==> config.mk <==
export PLATFORM = sky130hd
export DESIGN_NAME = main_timer
export DESIGN_NICKNAME = d
export VERILOG_FILES = /design/src/main_timer.v
export VERILOG_INCLUDE_DIRS = /design/src
export SDC_FILE = /design/constraint.sdc
export NUM_CORES = 1
export LEC_CHECK = 0
export ABC_CLOCK_PERIOD_IN_PS = 3300
export BUFFER_PORTS_ARGS = -buffer_cell sky130_fd_sc_hd__buf_2
export CAP_MARGIN = 40
export CORE_UTILIZATION = 25
export CTS_BUF_LIST = sky130_fd_sc_hd__clkbuf_8
export DETAILED_ROUTE_END_ITERATION = 7
export SLEW_MARGIN = 10
export SYNTH_ARGS = -nofsm -noshare
export SYNTH_HDL_FRONTEND = slang
export SYNTH_SLANG_ARGS = --single-unit
export TNS_END_PERCENT = 1
==> constraint.sdc <==
create_clock -name clock_i -period 3.3 [get_ports clock_i]
set_input_delay 0.165 -clock clock_i [delete_from_list [all_inputs] [get_ports clock_i]]
set_output_delay 0.165 -clock clock_i [all_outputs]
set_load 0.005 [all_outputs]
==> src/main_timer_consts.vh <==
// Constants for the 18-bit multimode timer/counter
`ifndef MAIN_TIMER_CONSTS_VH
`define MAIN_TIMER_CONSTS_VH

// Start control codes
`define START_STOP        2'h0
`define START_RUN         2'h2

// Operating modes
`define MODE_TIMER_EVENT  2'h0
`define MODE_PULSE_WIDTH  2'h2
`define MODE_FREQ_MEAS    2'h3

// Source clock select codes
`define SRC_FC            3'h0
`define SRC_FS            3'h1
`define SRC_TAP_A         3'h2
`define SRC_TAP_B         3'h3
`define SRC_TAP_C         3'h4
`define SRC_FC_DIV7       3'h5
`define SRC_FC_DIV3       3'h6
`define SRC_EXTERNAL      3'h7

// Window gate source codes
`define GATE_EXT_PIN      2'h0
`define GATE_INTERNAL     2'h1

// Gate clock select codes
`define GCLK_SEL0         2'h0
`define GCLK_SEL1         2'h1
`define GCLK_SEL2         2'h2

// Counter limits and masks
`define COUNT_MAX         18'h3ffff
`define COUNT_ZERO        18'h00000
`define MASK_FULL         18'h3ffff
`define MASK_UPPER7       18'h3f800
`define GATE_PERIOD_BASE  5'h10

// Gate generator states
`define GEN_IDLE          2'h0
`define GEN_WAIT          2'h1
`define GEN_HIGH          2'h2
`define GEN_LOW           2'h3

`endif

==> src/main_timer.v <==
// 18-bit timer/counter: timer, event, pulse width and frequency modes
`timescale 1ns/1ps
`default_nettype none
`include "main_timer_consts.vh"

// Contract
// - Timer mode counts internal source ticks
// - Compare match raises irq, clears, restarts
// - Seven internal taps, slow taps from fs
// - Fc in slow mode matches upper seven bits
// - Timer mode serves as warm-up timer
// - Event mode counts external falling edges
// - Pulse width counts falls of window AND clock
// - Pulse width irq on fall or both edges
// - Uncleared counter resumes from stopped value
// - Wrap sets overflow until counter clear
// - Stop write with window high raises irq
// - Start write, both edges, window high: irq
// - Status flag invalid in pulse width mode
// - Window fall with clock high adds one
// - Frequency mode counts edges while gate high
// - Gate select 00 picks external gate pin
// - Frequency irq on gate fall or both
// - Status flag follows gate counting state
// - Block bit gates other timer to pin
// - Internal gate high/low from settings, fc
// - Slow gate clock taps from fs
// - Start 00 stops and clears, 10 runs
// - Status reads zero stopped, one counting
// - Low setting applies next low; late start
// - Low compare byte write inhibits matches
module main_timer #(
  parameter FC_DIV_W = 23,
  parameter FS_DIV_W = 15
) (
  // Clock and reset
  input  wire        clock_i,
  input  wire        rstn_i,
  // Power mode and low-frequency clock enable
  input  wire        slow_mode_i,
  input  wire        divider_source_bit_i,
  input  wire        fs_tick_i,
  // Control fields
  input  wire [1:0]  start_control_i,
  input  wire [1:0]  mode_select_i,
  input  wire [2:0]  source_clock_select_i,
  input  wire        counter_clear_i,
  input  wire        irq_edge_select_i,
  input  wire [1:0]  gate_source_select_i,
  input  wire [1:0]  gate_clock_select_i,
  input  wire        other_timer_out_block_i,
  input  wire [3:0]  gate_high_setting_i,
  input  wire [3:0]  gate_low_setting_i,
  // Compare register byte writes
  input  wire [7:0]  cmp_wdata_i,
  input  wire        cmp_wr_low_i,
  input  wire        cmp_wr_mid_i,
  input  wire        cmp_wr_high_i,
  // External pins and other timer
  input  wire        ext_count_input_i,
  input  wire        ext_gate_input_i,
  input  wire        other_timer_out_i,
  // Results
  output reg  [17:0] count_o,
  output reg         timer_irq_o,
  output reg         overflow_flag_o,
  output reg         counting_status_flag_o,
  output reg         shared_output_pin_o
);

  reg [FC_DIV_W-1:0] fc_div_reg;
  reg [FS_DIV_W-1:0] fs_div_reg;
  reg [17:0]         cmp_reg;
  reg                inhibit_reg;
  reg [1:0]          start_prev_reg;
  reg                ext_count_input_prev_reg;
  reg                and_prev_reg;
  reg                fand_prev_reg;
  reg                gate_prev_reg;
  reg [1:0]          gen_state_reg;
  reg [4:0]          gen_cnt_reg;
  reg                src_pulse;
  reg                src_level;
  reg                src_direct;
  reg                gate_tick;
  reg                gate_sel;

  wire alt_src  = divider_source_bit_i | slow_mode_i;
  wire running  = (start_control_i == `START_RUN);
  wire stopping = (start_control_i == `START_STOP);
  wire tc_mode  = (mode_select_i == `MODE_TIMER_EVENT);
  wire pw_mode  = (mode_select_i == `MODE_PULSE_WIDTH);
  wire fm_mode  = (mode_select_i == `MODE_FREQ_MEAS);
  wire ext_src  = (source_clock_select_i == `SRC_EXTERNAL);
  wire ext_count_input     = ext_count_input_i;
  wire ext_count_input_fall = ext_count_input_prev_reg & ~ext_count_input;
  wire ext_count_input_rise = ~ext_count_input_prev_reg & ext_count_input;

  // Prescaler taps: one-cycle pulse when the low bits roll over
  wire fc_p3  = &fc_div_reg[2:0];
  wire fc_p7  = &fc_div_reg[6:0];
  wire fc_p11 = &fc_div_reg[10:0];
  wire fc_p12 = &fc_div_reg[11:0];
  wire fc_p13 = &fc_div_reg[12:0];
  wire fc_p14 = &fc_div_reg[13:0];
  wire fc_p23 = &fc_div_reg[22:0];
  wire fs_p3  = fs_tick_i & (&fs_div_reg[2:0]);
  wire fs_p4  = fs_tick_i & (&fs_div_reg[3:0]);
  wire fs_p5  = fs_tick_i & (&fs_div_reg[4:0]);
  wire fs_p6  = fs_tick_i & (&fs_div_reg[5:0]);
  wire fs_p15 = fs_tick_i & (&fs_div_reg[14:0]);

  // Source clock choice as pulse plus square-wave level
  always @* begin
    src_direct = 1'b0;
    case (source_clock_select_i)
      `SRC_FC: begin
        src_pulse  = 1'b1;
        src_level  = 1'b1;
        src_direct = 1'b1;
      end
      `SRC_FS: begin
        src_pulse  = fs_tick_i;
        src_level  = 1'b1;
        src_direct = 1'b1;
      end
      `SRC_TAP_A: begin
        src_pulse = alt_src ? fs_p15 : fc_p23;
        src_level = alt_src ? fs_div_reg[14] : fc_div_reg[22];
      end
      `SRC_TAP_B: begin
        src_pulse = alt_src ? fs_p5 : fc_p13;
        src_level = alt_src ? fs_div_reg[4] : fc_div_reg[12];
      end
      `SRC_TAP_C: begin
        src_pulse = alt_src ? fs_p3 : fc_p11;
        src_level = alt_src ? fs_div_reg[2] : fc_div_reg[10];
      end
      `SRC_FC_DIV7: begin
        src_pulse = fc_p7;
        src_level = fc_div_reg[6];
      end
      `SRC_FC_DIV3: begin
        src_pulse = fc_p3;
        src_level = fc_div_reg[2];
      end
      default: begin
        src_pulse = 1'b0;
        src_level = 1'b0;
      end
    endcase
  end

  // Gate clock for the internal window generator
  always @* begin
    case (gate_clock_select_i)
      `GCLK_SEL0: gate_tick = alt_src ? fs_p4 : fc_p12;
      `GCLK_SEL1: gate_tick = alt_src ? fs_p5 : fc_p13;
      `GCLK_SEL2: gate_tick = alt_src ? fs_p6 : fc_p14;
      default:    gate_tick = 1'b0;
    endcase
  end

  wire gen_gate = (gen_state_reg == `GEN_HIGH);

  always @* begin
    case (gate_source_select_i)
      `GATE_EXT_PIN:  gate_sel = ext_gate_input_i;
      `GATE_INTERNAL: gate_sel = gen_gate;
      default:        gate_sel = other_timer_out_i;
    endcase
  end

  wire gate_fall = gate_prev_reg & ~gate_sel;
  wire gate_rise = ~gate_prev_reg & gate_sel;

  // Falling edges of the AND-ed signals; a window fall while the
  // clock is high also produces one, giving the extra count
  wire and_now  = ext_count_input & src_level;
  wire fand_now = ext_count_input & gate_sel;
  wire pw_count = src_direct ? (ext_count_input & src_pulse)
                             : (and_prev_reg & ~and_now);
  wire fm_count = fand_prev_reg & ~fand_now;

  reg count_en;
  always @* begin
    count_en = 1'b0;
    if (running) begin
      if (tc_mode && !ext_src)
        count_en = src_pulse;
      else if (tc_mode)
        count_en = ext_count_input_fall;
      else if (pw_mode)
        count_en = pw_count;
      else if (fm_mode)
        count_en = fm_count;
    end
  end

  // Fc in slow mode compares the upper bits only
  wire        fc_slow   = slow_mode_i && (source_clock_select_i == `SRC_FC);
  wire [17:0] cmp_mask  = fc_slow ? `MASK_UPPER7 : `MASK_FULL;
  wire [17:0] count_inc = count_o + 18'h00001;
  wire        match     = tc_mode && !inhibit_reg
                          && ((count_inc & cmp_mask) == (cmp_reg & cmp_mask));
  wire        wrap      = count_en && !match && (count_o == `COUNT_MAX);

  // Write-edge detection on the start field
  wire stop_write  = (start_prev_reg == `START_RUN) && stopping;
  wire start_write = (start_prev_reg != `START_RUN) && running;

  reg irq_next;
  always @* begin
    irq_next = 1'b0;
    if (tc_mode)
      irq_next = count_en && match;
    else if (pw_mode) begin
      if (running && (ext_count_input_fall || (irq_edge_select_i && ext_count_input_rise)))
        irq_next = 1'b1;
      if (stop_write && ext_count_input)
        irq_next = 1'b1;
      if (start_write && ext_count_input && irq_edge_select_i)
        irq_next = 1'b1;
    end else if (fm_mode) begin
      if (running && (gate_fall || (irq_edge_select_i && gate_rise)))
        irq_next = 1'b1;
    end
  end

  // Internal window gate generator
  wire       gen_on    = running && fm_mode && (gate_source_select_i == `GATE_INTERNAL);
  wire [4:0] high_len  = `GATE_PERIOD_BASE - {1'b0, gate_high_setting_i};
  wire [4:0] low_len   = `GATE_PERIOD_BASE - {1'b0, gate_low_setting_i};
  reg  [1:0] gen_state_next;
  reg  [4:0] gen_cnt_next;

  always @* begin
    gen_state_next = gen_state_reg;
    gen_cnt_next   = gen_cnt_reg;
    case (gen_state_reg)
      `GEN_IDLE: begin
        if (gen_on)
          gen_state_next = `GEN_WAIT;
      end
      `GEN_WAIT: begin
        // Aligned to the divider, so high may start one gate clock late
        if (gate_tick) begin
          gen_state_next = `GEN_HIGH;
          gen_cnt_next   = high_len;
        end
      end
      `GEN_HIGH: begin
        if (gate_tick) begin
          if (gen_cnt_reg == 5'h01) begin
            gen_state_next = `GEN_LOW;
            gen_cnt_next   = low_len;
          end else
            gen_cnt_next = gen_cnt_reg - 5'h01;
        end
      end
      `GEN_LOW: begin
        if (gate_tick) begin
          if (gen_cnt_reg == 5'h01) begin
            gen_state_next = `GEN_HIGH;
            gen_cnt_next   = high_len;
          end else
            gen_cnt_next = gen_cnt_reg - 5'h01;
        end
      end
      default: gen_state_next = `GEN_IDLE;
    endcase
    if (!gen_on)
      gen_state_next = `GEN_IDLE;
  end

  always @(posedge clock_i or negedge rstn_i) begin
    if (!rstn_i) begin
      fc_div_reg             <= {FC_DIV_W{1'b0}};
      fs_div_reg             <= {FS_DIV_W{1'b0}};
      cmp_reg                <= `COUNT_ZERO;
      inhibit_reg            <= 1'b0;
      start_prev_reg         <= `START_STOP;
      ext_count_input_prev_reg          <= 1'b0;
      and_prev_reg           <= 1'b0;
      fand_prev_reg          <= 1'b0;
      gate_prev_reg          <= 1'b0;
      gen_state_reg          <= `GEN_IDLE;
      gen_cnt_reg            <= 5'h00;
      count_o                <= `COUNT_ZERO;
      timer_irq_o            <= 1'b0;
      overflow_flag_o        <= 1'b0;
      counting_status_flag_o <= 1'b0;
      shared_output_pin_o    <= 1'b0;
    end else begin
      fc_div_reg <= fc_div_reg + {{(FC_DIV_W-1){1'b0}}, 1'b1};
      if (fs_tick_i)
        fs_div_reg <= fs_div_reg + {{(FS_DIV_W-1){1'b0}}, 1'b1};
      start_prev_reg <= start_control_i;
      ext_count_input_prev_reg  <= ext_count_input;
      and_prev_reg   <= and_now;
      fand_prev_reg  <= fand_now;
      gate_prev_reg  <= gate_sel;
      gen_state_reg  <= gen_state_next;
      gen_cnt_reg    <= gen_cnt_next;

      // Compare register loads bytewise; low bytes inhibit matching
      if (cmp_wr_low_i)
        cmp_reg[7:0] <= cmp_wdata_i;
      if (cmp_wr_mid_i)
        cmp_reg[15:8] <= cmp_wdata_i;
      if (cmp_wr_high_i)
        cmp_reg[17:16] <= cmp_wdata_i[1:0];
      if (cmp_wr_high_i)
        inhibit_reg <= 1'b0;
      else if (cmp_wr_low_i || cmp_wr_mid_i)
        inhibit_reg <= 1'b1;

      // Counter is held, not cleared, between windows
      if (counter_clear_i || stopping)
        count_o <= `COUNT_ZERO;
      else if (count_en)
        count_o <= match ? `COUNT_ZERO : count_inc;

      // Overflow set wins over a same-cycle clear
      overflow_flag_o <= wrap || (overflow_flag_o && !counter_clear_i);

      timer_irq_o <= irq_next;

      // Pulse width mode gives no status; reads zero there
      counting_status_flag_o <= running && fm_mode && gate_sel;

      shared_output_pin_o <= !other_timer_out_block_i && other_timer_out_i;
    end
  end

endmodule // main_timer
`default_nettype wire

## Word level (Yosys, flattened, before mapping)

Cells that the tools add are included.

| storage, ports and cells | value |
|---|---|
| logic and storage cells | 176 |
| memories | 0 |
| ROM bits | 0 |
| flip-flop bits (word level) | 92 |
| latch bits | 0 |
| output and inout port bits | 22 |
| RAM bits | 0 |
| bits of input ports | 41 |

| cells by class | value |
|---|---|
| reduce and logical (&&, ||, !) cells | 55 |
| shifts and indexed selects | 0 |
| div/mod/pow operators | 0 |
| magnitude comparators | 0 |
| eq/ne operators | 29 |
| $add $sub $neg | 6 |
| bitwise operators | 23 |
| muxes and demuxes | 45 |
| $mul | 0 |

Operator list:

| kind | count |
|---|---|
| 18-bit two-way mux | 3 |
| 18-bit bitwise AND | 2 |
| 5-bit two-way mux | 5 |
| 1-bit two-way mux | 24 |
| 23-bit by 1-bit adder with 23-bit output (second input constant) | 1 |
| 23-bit AND reduction | 1 |
| 1-bit logical AND | 21 |
| 18-bit by 1-bit adder with 18-bit output (second input constant) | 1 |
| 18-bit == test | 1 |
| 18-bit == test (second input constant) | 1 |
| 15-bit by 1-bit adder with 15-bit output (second input constant) | 1 |
| 5-bit one-hot mux with 3 select lines | 1 |
| 15-bit AND reduction | 1 |
| 1-bit bitwise AND | 14 |
| 2-bit == test (second input constant) | 7 |
| 14-bit AND reduction | 1 |
| 13-bit AND reduction | 1 |
| 3-bit == test (second input constant) | 4 |
| 2-bit two-way mux | 6 |
| 3-bit inequality test (second input constant) | 4 |
| 12-bit AND reduction | 1 |
| 11-bit two-way mux | 1 |
| 11-bit AND reduction | 1 |
| 2-bit zero test | 5 |
| 26 further kinds | 50 |

## Depth between registers and ports, before layout

Gate-level depths: netlist of the first run.

| depth | value |
|---|---|
| depth after elaboration | 14 |
| mapped depth | 12 |
| mapped depth without buffers | 10 |

## Worst setup path after synthesis of the first run

No wires, ideal clock.

| timing | value |
|---|---|
| kind | register to register |
| start | register count_o[0] |
| end | register count_o[12] |
| slack | 0.328 ns |
| data required time | 3.179 ns |
| period minus slack after synthesis | 2.972 ns |
| cell stages (with the launch flop) | 12 |
| arrival time | 2.851 ns |
| path through | dfrtp_1 ha_1 and3_4 buf_6 a2111oi_4 a31oi_1 or4_4 o31ai_4 nand2_4 and3_4 buf_6 a22o_1 |

| between the ends | value |
|---|---|
| longest elaborated chain between the ends | 7 |

RTL lines:

| item | line | text |
|---|---|---|
| start, declared | main_timer.v:64 | `output reg [17:0] count_o,` |
| start signal, assigned | main_timer.v:289 | `` count_o <= `COUNT_ZERO; `` |
| start signal, assigned | main_timer.v:320 | `` count_o <= `COUNT_ZERO; `` |
| start signal, assigned | main_timer.v:322 | `` count_o <= match ? `COUNT_ZERO : count_inc; `` |
| 18-bit by 1-bit adder with 18-bit output (*) | main_timer.v:203 | `wire [17:0] count_inc = count_o + 18'h00001;` |
| 18-bit bitwise AND | main_timer.v:205 | `&& ((count_inc & cmp_mask) == (cmp_reg & cmp_mask));` |
| 18-bit == test | main_timer.v:205 |  |
| 1-bit logical AND | main_timer.v:205 |  |
| 18-bit two-way mux (*) | main_timer.v:322 |  |
| 18-bit two-way mux (*) | main_timer.v:321 | `else if (count_en)` |
| 18-bit two-way mux (*) | main_timer.v:319 | `if (counter_clear_i \|\| stopping)` |

Every way passes the cells marked *; elsewhere a longest branch is shown, timed or not. The select of a mux whose other input is x is not followed.
A chain may end at the register's enable or synchronous reset.

## Worst setup path in the final report of the first run

| timing | value |
|---|---|
| start | register count_o[1] |
| end | register count_o[12] |

Same word-level chain as after synthesis.

==> results of run 1 <==
routing by layer:
metal | GRT usage, % | vias to the layer above | wire [um]
met5 | 0 | - | 13
met4 | 5.20 | 2 | 249
met3 | 1.62 | 17 | 637
met2 | 19.9 | 110 | 6290
met1 | 18.1 | 2181 | 6710
li1 | - | 2208 | -
power by group through the flow:
stage / clock (mW) / combinational [mW] / sequential (mW)
2_1_floorplan: 0 / 0.292 / 1.31
3_3_place_gp: 0 / 0.405 / 1.33
3_5_place_dp: 0 / 0.420 / 1.34
4_1_cts: 0.838 / 0.426 / 1.32
5_1_grt: 0.886 / 0.477 / 1.33
6_report: 0.814 / 0.420 / 1.31
worst min-delay path: stages:
cell	delay, ns
sky130_fd_sc_hd__buf_2	0.10
sky130_fd_sc_hd__nand2_1	0.05
sky130_fd_sc_hd__o21ai_0	0.06
stage by stage:
| stage | setup WS, ns | cells |
|---|---|---|
| global route | 0.00287 | 922 |
| finish | 0.154 | 922 |
| CTS | 0.186 | 922 |
| detailed placement | 0.203 | 899 |
| floorplan | 0.328 | 569 |
| global placement | 0.286 | 898 |
timing repair:
item	4_1_cts	5_1_grt
endpoints found under the setup margin	0	0
hold buffers	7	0
endpoints found under the hold margin	80	0
buffers inserted	0	0
resized for setup	0	0
worst paths after layout:
| kind | start | end | depth (start not counted) |
|---|---|---|---|
| worst max-delay path | count_o[1] | count_o[12] | 9 |
| worst min-delay path | cmp_wdata_i[7] | cmp_reg[7] | 3 |
| worst max register to register | count_o[1] | count_o[12] | 9 |
| worst min register to register | fc_div_reg[22] | fc_div_reg[22] | 1 |
| max in group asynchronous | rstn_i | count_o[16] | 3 |
| min in group asynchronous | rstn_i | count_o[10] | 2 |
cell usage after synthesis, drive strengths merged, types with 14 or more instances:
library cell / instances / area (sq um)
nor2: 43 / 161
inv: 26 / 97.6
o21ai: 21 / 105
clkbuf: 18 / 67.6
dfrtp: 92 / 2300
ha: 14 / 175
nand3: 24 / 120
nand2: 50 / 195
nor3: 15 / 75.1
xnor2: 41 / 359
mux2: 20 / 225
nand4: 27 / 169
xor2: 20 / 175
a21oi: 14 / 70.1
cell type report:
| type | instances | area [sq um] |
|---|---|---|
| repair buffers | 90 | 561 |
| multi-input cells | 423 | 2910 |
| fillers | 2184 | 14700 |
| inverters | 26 | 97.6 |
| flip-flops and latches | 92 | 2300 |
| well taps | 275 | 344 |
| clock buffers | 10 | 138 |
| clock inverters | 6 | 68.8 |
cell families after synthesis:
| kind of cell | count (synthesis) | share of synthesized area, % |
|---|---|---|
| mux | 26 | 5.25 |
| buf+inv | 54 | 4.26 |
| fa+ha+maj | 14 | 3.22 |
| compound gates | 98 | 13.0 |
| simple gates | 224 | 22.1 |
| xor+xnor | 61 | 9.83 |
| flops | 92 | 42.3 |
==> impl_results.rst, run 1 <==
.. list-table::
   :header-rows: 1

   * - Metric
     - Value
   * - Status
     - finished clean
   * - Peak VDD IR
     - 141 uV
   * - Total track usage
     - 12.9%
   * - Area overhead of the layout relative to synthesis
     - 18.1%
   * - Chip width
     - 149 um
   * - Reg power frac
     - 51.6%
   * - Gate count of the mapped netlist
     - 569
   * - Number of buffers inserted during clock tree synthesis
     - 9
   * - Die height
     - 149 um
   * - Number of enable flip-flop cells after synthesis
     - 0
   * - Area of the die
     - 22,300 sq um
   * - Via count
     - 4,518
   * - Syn Nets
     - 624
   * - Pwr per Cell Area
     - 397 nW/um^2
   * - CP Buf/Inv Count
     - 0
   * - Total non-filler cell area in the finished layout
     - 6420 sq um
   * - Static leakage power
     - 2.79 nW
   * - # diodes
     - 0
   * - Number of antenna violations at the first check in global routing
     - 1
   * - Routed via count divided by cell count
     - 4.90
   * - Total grt overflow
     - 0
   * - Transition time of the tightest slew-check pin
     - 0.504 ns
   * - RSZ-0062 raised after global routing
     - false
   * - Worst path max stage delay
     - 0.56 ns
   * - Final weighted congestion in routability-driven placement
     - 0.902
   * - Mean post-synth cell area
     - 9.55 sq um
   * - Cell area after synthesis
     - 5440 sq um
   * - Hold WC Path Type
     - input pin to register
   * - Final-report setup violation count
     - 0
   * - Placed cell areas
     - 6140 sq um
   * - Endpoint kind of the worst setup timing path
     - register
   * - First-iteration detailed-routing DRC count
     - 334
   * - Slack of the worst reg-to-reg path
     - 0.15 ns
   * - Cell Rows
     - 53
   * - Half-perimeter wire length after placement
     - 10,600 um
   * - Yosys cell types
     - 64
   * - Final Total Pwr
     - 2.55 mW
   * - Number of nets in the final layout
     - 697
   * - Fraction of layout cells with a size suffix above 1
     - 20.6%
   * - Clk pwr share
     - 31.9%
   * - H-tree lvl count
     - 3
   * - First-pass GRT wire length
     - 22,600 um
   * - Count of pins over their slew limit
     - 0
   * - MaxCap Viol Count
     - 0
   * - Startpoint class of the critical path
     - register
   * - Starting Density
     - 25.7%
   * - Top cell family by delay on the critical path
     - compound AO/OA/AOI/OAI gates
   * - Largest register FFs
     - 23
   * - Max_slew headroom
     - 66.1%
   * - TritonCTS clock tree
     - built
   * - Fraction of power spent switching nets
     - 29.5%
   * - Number of nets with antenna violations after routing
     - 0
   * - Sum Neg Setup Slack
     - 0 ns
   * - Highest attainable clock frequency
     - 318 MHz
   * - Part of the power in combinational logic
     - 16.5%
   * - Crit-path slowest cell
     - sky130_fd_sc_hd__or4_4
   * - Flip-flop cell with the highest count after synthesis
     - sky130_fd_sc_hd__dfrtp_1
   * - #FFs+latches synth
     - 92
   * - Clk sink count
     - 92
   * - Top fanout value on the critical path
     - 18
   * - Fin Clk Skew
     - 0.0140 ns
   * - Wire length per cell after detailed routing
     - 15.1 um
   * - Num ports
     - 63
   * - Total core area
     - 21,200 sq um
   * - Final hold vios
     - 0
   * - Worst path required time
     - 3.57 ns
   * - Library cell used as clock root buffer
     - sky130_fd_sc_hd__clkbuf_8
   * - Detailed-route DRC error count
     - 0
   * - Min Clock Period, post-route
     - 3.15 ns
   * - Largest net degree at the start of global routing
     - 63
   * - Share of the core filled with cells
     - 30.3%
   * - Crit path cell chain
     - ha_1 > and3_4 > a2111oi_4 > a31oi_1 > or4_4 > o31ai_4 > nand2_4 > a31o_2 > a22o_1
   * - Most used cells in the layout excluding fill and tap cells
     - sky130_fd_sc_hd__dfrtp_1, sky130_fd_sc_hd__buf_2, sky130_fd_sc_hd__nand2_1
   * - Clock latency on the worst-skew pair
     - 0.38 ns
   * - Number of input and output port buffers inserted
     - 62
   * - Crit path arrival time
     - 3.41 ns
   * - Clock input transition at the sequential cells of the worst setup and hold paths
     - 0.09 ns
   * - Commonest non-fill, non-tap cell in the layout
     - sky130_fd_sc_hd__dfrtp_1
   * - Internal cell power
     - 1.80 mW
   * - Length of the first detailed-routing pass in iterations
     - 5
   * - Vias in the first global route
     - 4,277
   * - Buffer depth of the longest clock path
     - 2
   * - Worst setup path class
     - register to register
   * - Post-Route Hold Slack
     - 0.0238 ns
   * - Seq/Total Area, Yosys
     - 42.3%
   * - YS warnings
     - 0
   * - Switching power summed over all nets
     - 0.752 mW
   * - Final worst path period share
     - 95.3%
   * - Proportion of synthesized flip-flops having asynchronous set or reset
     - 100%
   * - Aggregate routed wire length
     - 13,900 um
Power figures use the tool's default switching activity.
==> run 2: changes to the inputs <==
--- a/config.mk
+++ b/config.mk
@@ -12,6 +12,7 @@
 export CORE_UTILIZATION = 25
 export CTS_BUF_LIST = sky130_fd_sc_hd__clkbuf_8
 export DETAILED_ROUTE_END_ITERATION = 7
+export GPL_TIMING_DRIVEN = 0
 export SLEW_MARGIN = 10
 export SYNTH_ARGS = -nofsm -noshare
 export SYNTH_HDL_FRONTEND = slang
==> run 2 against run 1 <==
  * Worst hold slack gained 0.012 ns
  * Sequential cell count is the same
  * Global-route usage shrank 0.77 points
  * Worst setup slack got worse by 0.036 ns
==> impl_results.rst, run 2 (synthesis gave the netlist of run 1 again) <==
.. list-table::
   :header-rows: 1

   * - Metric
     - Value
   * - Final weighted congestion in routability-driven placement
     - 0.887 (-1.6%)
   * - Worst path required time
     - 3.56 ns (about the same)
   * - Fraction of layout cells with a size suffix above 1
     - 19.1% (-1.5 points)
   * - Via count
     - 4,463 (-1.2%)
   * - Hold WC Path Type
     - input pin to register
   * - Sequential cell area in the final layout
     - 2300 sq um (about the same)
   * - Number of inserted filler cells in the final layout
     - 2,188 (+0.18%)
   * - Num ports
     - 63 (unchanged)
   * - Commonest non-fill, non-tap cell in the layout
     - sky130_fd_sc_hd__dfrtp_1
   * - Endpoint kind of the worst setup timing path
     - register
   * - Placed cell areas
     - 6090 sq um (-0.86%)
   * - Final worst path period share
     - 96.4% (+1.1 points)
   * - First-iteration detailed-routing DRC count
     - 373 (+12%)
   * - Slack of the critical path
     - 0.118 ns (-0.0362 ns)
   * - Highest attainable clock frequency
     - 314 MHz (-1.1%)
   * - Min Clock Period, post-route
     - 3.18 ns (+0.0362 ns)
   * - Sum Neg Setup Slack
     - 0 ns (unchanged)
   * - Share of the core filled with cells
     - 30.4% (about the same)
   * - Cell Rows
     - 53 (unchanged)
   * - Length of the first detailed-routing pass in iterations
     - 5 (unchanged)
   * - # diodes
     - 0 (unchanged)
   * - Number of nets with antenna violations after routing
     - 0 (unchanged)
   * - Area of the die
     - 22,300 sq um (unchanged)
   * - Total non-filler cell area in the finished layout
     - 6420 sq um (about the same)
   * - Startpoint class of the critical path
     - register
   * - Status
     - finished clean
   * - Footprint of the multi-input gates
     - 2960 sq um (+1.8%)
   * - Final-report setup violation count
     - 0 (unchanged)
   * - Wire length per cell after detailed routing
     - 14.4 um (-4.7%)
   * - Max_slew headroom
     - 55.3% (-11 points)
   * - Number of post-CTS setup repair buffers
     - 0 (unchanged)
   * - Half-perimeter wire length after placement
     - 10,000 um (-6.0%)
   * - Most used cells in the layout excluding fill and tap cells
     - sky130_fd_sc_hd__dfrtp_1, sky130_fd_sc_hd__buf_2, sky130_fd_sc_hd__nand2_1
   * - First-pass GRT wire length
     - 21,500 um (-4.7%)
   * - Static leakage power
     - 2.76 nW (-0.78%)
   * - Largest register FFs
     - 23 (unchanged)
   * - Detailed-route DRC error count
     - 0 (unchanged)
   * - MaxCap Viol Count
     - 0 (unchanged)
   * - Area overhead of the layout relative to synthesis
     - 18.1% (about the same)
   * - Buffer depth of the longest clock path
     - 2 (unchanged)
   * - Crit path arrival time
     - 3.44 ns (+0.03 ns)
   * - Final standard cell count with taps included and fillers excluded
     - 924 (+0.22%)
   * - Peak VDD IR
     - 183 uV (+30%)
   * - Number of input and output port buffers inserted
     - 56 (-9.7%)
   * - Total track usage
     - 12.1% (-0.77 points)
   * - Pwr per Cell Area
     - 390 nW/um^2 (-1.7%)
   * - Total grt overflow
     - 0 (unchanged)
   * - Count of pins over their slew limit
     - 0 (unchanged)
   * - Fin Clk Skew
     - 0.0122 ns (-0.00183 ns)
   * - Chip width
     - 149 um (unchanged)
   * - Aggregate routed wire length
     - 13,300 um (-4.5%)
   * - H-tree lvl count
     - 3 (unchanged)
   * - Transition time of the tightest slew-check pin
     - 0.661 ns (+0.158 ns)
   * - Number of antenna violations at the first check in global routing
     - 0 (-1)
   * - Routed via count divided by cell count
     - 4.83 (-1.4%)
   * - Die height
     - 149 um (unchanged)
   * - Number of buffers inserted during clock tree synthesis
     - 9 (unchanged)
   * - Clock input transition at the sequential cells of the worst setup and hold paths
     - 0.09 ns (about the same)
   * - Clk sink count
     - 92 (unchanged)
   * - Number of nets in the final layout
     - 699 (+0.29%)
   * - Cell Count Post-Placement
     - 901 (+0.22%)
   * - Final hold vios
     - 0 (unchanged)
   * - Worst setup path class
     - register to register
   * - TritonCTS clock tree
     - built
   * - Total core area
     - 21,200 sq um (unchanged)
   * - Pre-CTS worst setup slack
     - -0.170 ns (-0.373 ns)
   * - RSZ-0062 raised after global routing
     - true
   * - Largest net degree at the start of global routing
     - 63 (unchanged)
   * - Clock latency on the worst-skew pair
     - 0.37 ns (about the same)
   * - Top fanout value on the critical path
     - 9 (-9)
   * - Starting Density
     - 25.7% (unchanged)
   * - Library cell used as clock root buffer
     - sky130_fd_sc_hd__clkbuf_8
   * - Vias in the first global route
     - 4,110 (-3.9%)
[run 2: area by class of cell]
class                      instances  area share, %
multi-input combinational        423           46.1
sequential                        92           35.9
timing repair buffer              64           5.92
tap                              275           5.36
buffer                            28           2.12
clock buffer                       9           1.93
inverter                          26           1.52
clock inverter                     7           1.17
[run 2: critical path: stages, from the launching register on]
cell and delay (ns):
sky130_fd_sc_hd__dfrtp_2 0.48, sky130_fd_sc_hd__ha_2 0.27, sky130_fd_sc_hd__and3_4 0.20, sky130_fd_sc_hd__buf_6 0.13
sky130_fd_sc_hd__a2111oi_4 0.33, sky130_fd_sc_hd__a31oi_1 0.08, sky130_fd_sc_hd__or4_4 0.57, sky130_fd_sc_hd__o31ai_4 0.32
sky130_fd_sc_hd__nand2_4 0.15, sky130_fd_sc_hd__and3_4 0.21, sky130_fd_sc_hd__buf_6 0.13, sky130_fd_sc_hd__a22o_1 0.19
[run 2: stage by stage]
stage | hold slack [ns] | power [mW]
finish | 0.0354 | 2.51
global route | 0.0325 | 2.65
detailed placement | 0.131 | 1.74
floorplan | -0.131 | 1.60
global placement | 0.301 | 1.73
CTS | 0.0183 | 2.54
[run 2: what timing repair did]
item,4_1_cts,5_1_grt
hold buffers,7,0
endpoints found under the hold margin,36,0
gates cloned,0,0
resized for setup,3,12
setup endpoints to repair,19,19
pin swaps,0,1
[run 2: where the power goes]
group          leakage [nW]  internal [mW]  total, mW  switching [mW]
Combinational          1.47          0.201      0.412           0.210
Sequential             1.19           1.21       1.31          0.0975
Clock                0.0976          0.354      0.785           0.431
Total                  2.76           1.77       2.51           0.738
[run 2: worst paths after layout]
| kind | start | end | slack, ns | cells after the start |
|---|---|---|---|---|
| max in group asynchronous | rstn_i | fc_div_reg[17] | 2.40 | 3 |
| max reg2reg | count_o[0] | count_o[3] | 0.12 | 11 |
| min | cmp_wdata_i[2] | cmp_reg[10] | 0.04 | 2 |
| min reg2reg | fc_div_reg[21] | fc_div_reg[21] | 0.47 | 1 |
| max | count_o[0] | count_o[3] | 0.12 | 11 |
| min in group asynchronous | rstn_i | count_o[1] | 0.27 | 2 |
[run 2: routing by layer]
| metal | routed length (um) | track usage, % | share of wire (%) | up-vias |
|---|---|---|---|---|
| li1 | - | - | - | 2209 |
| met1 | 6740 | 17.6 | 51 | 2146 |
| met2 | 5900 | 18.7 | 44 | 93 |
| met3 | 458 | 1.40 | 3.5 | 15 |
| met4 | 171 | 3.62 | 1.3 | 0 |
| met5 | 0 | 0 | 0 | - |
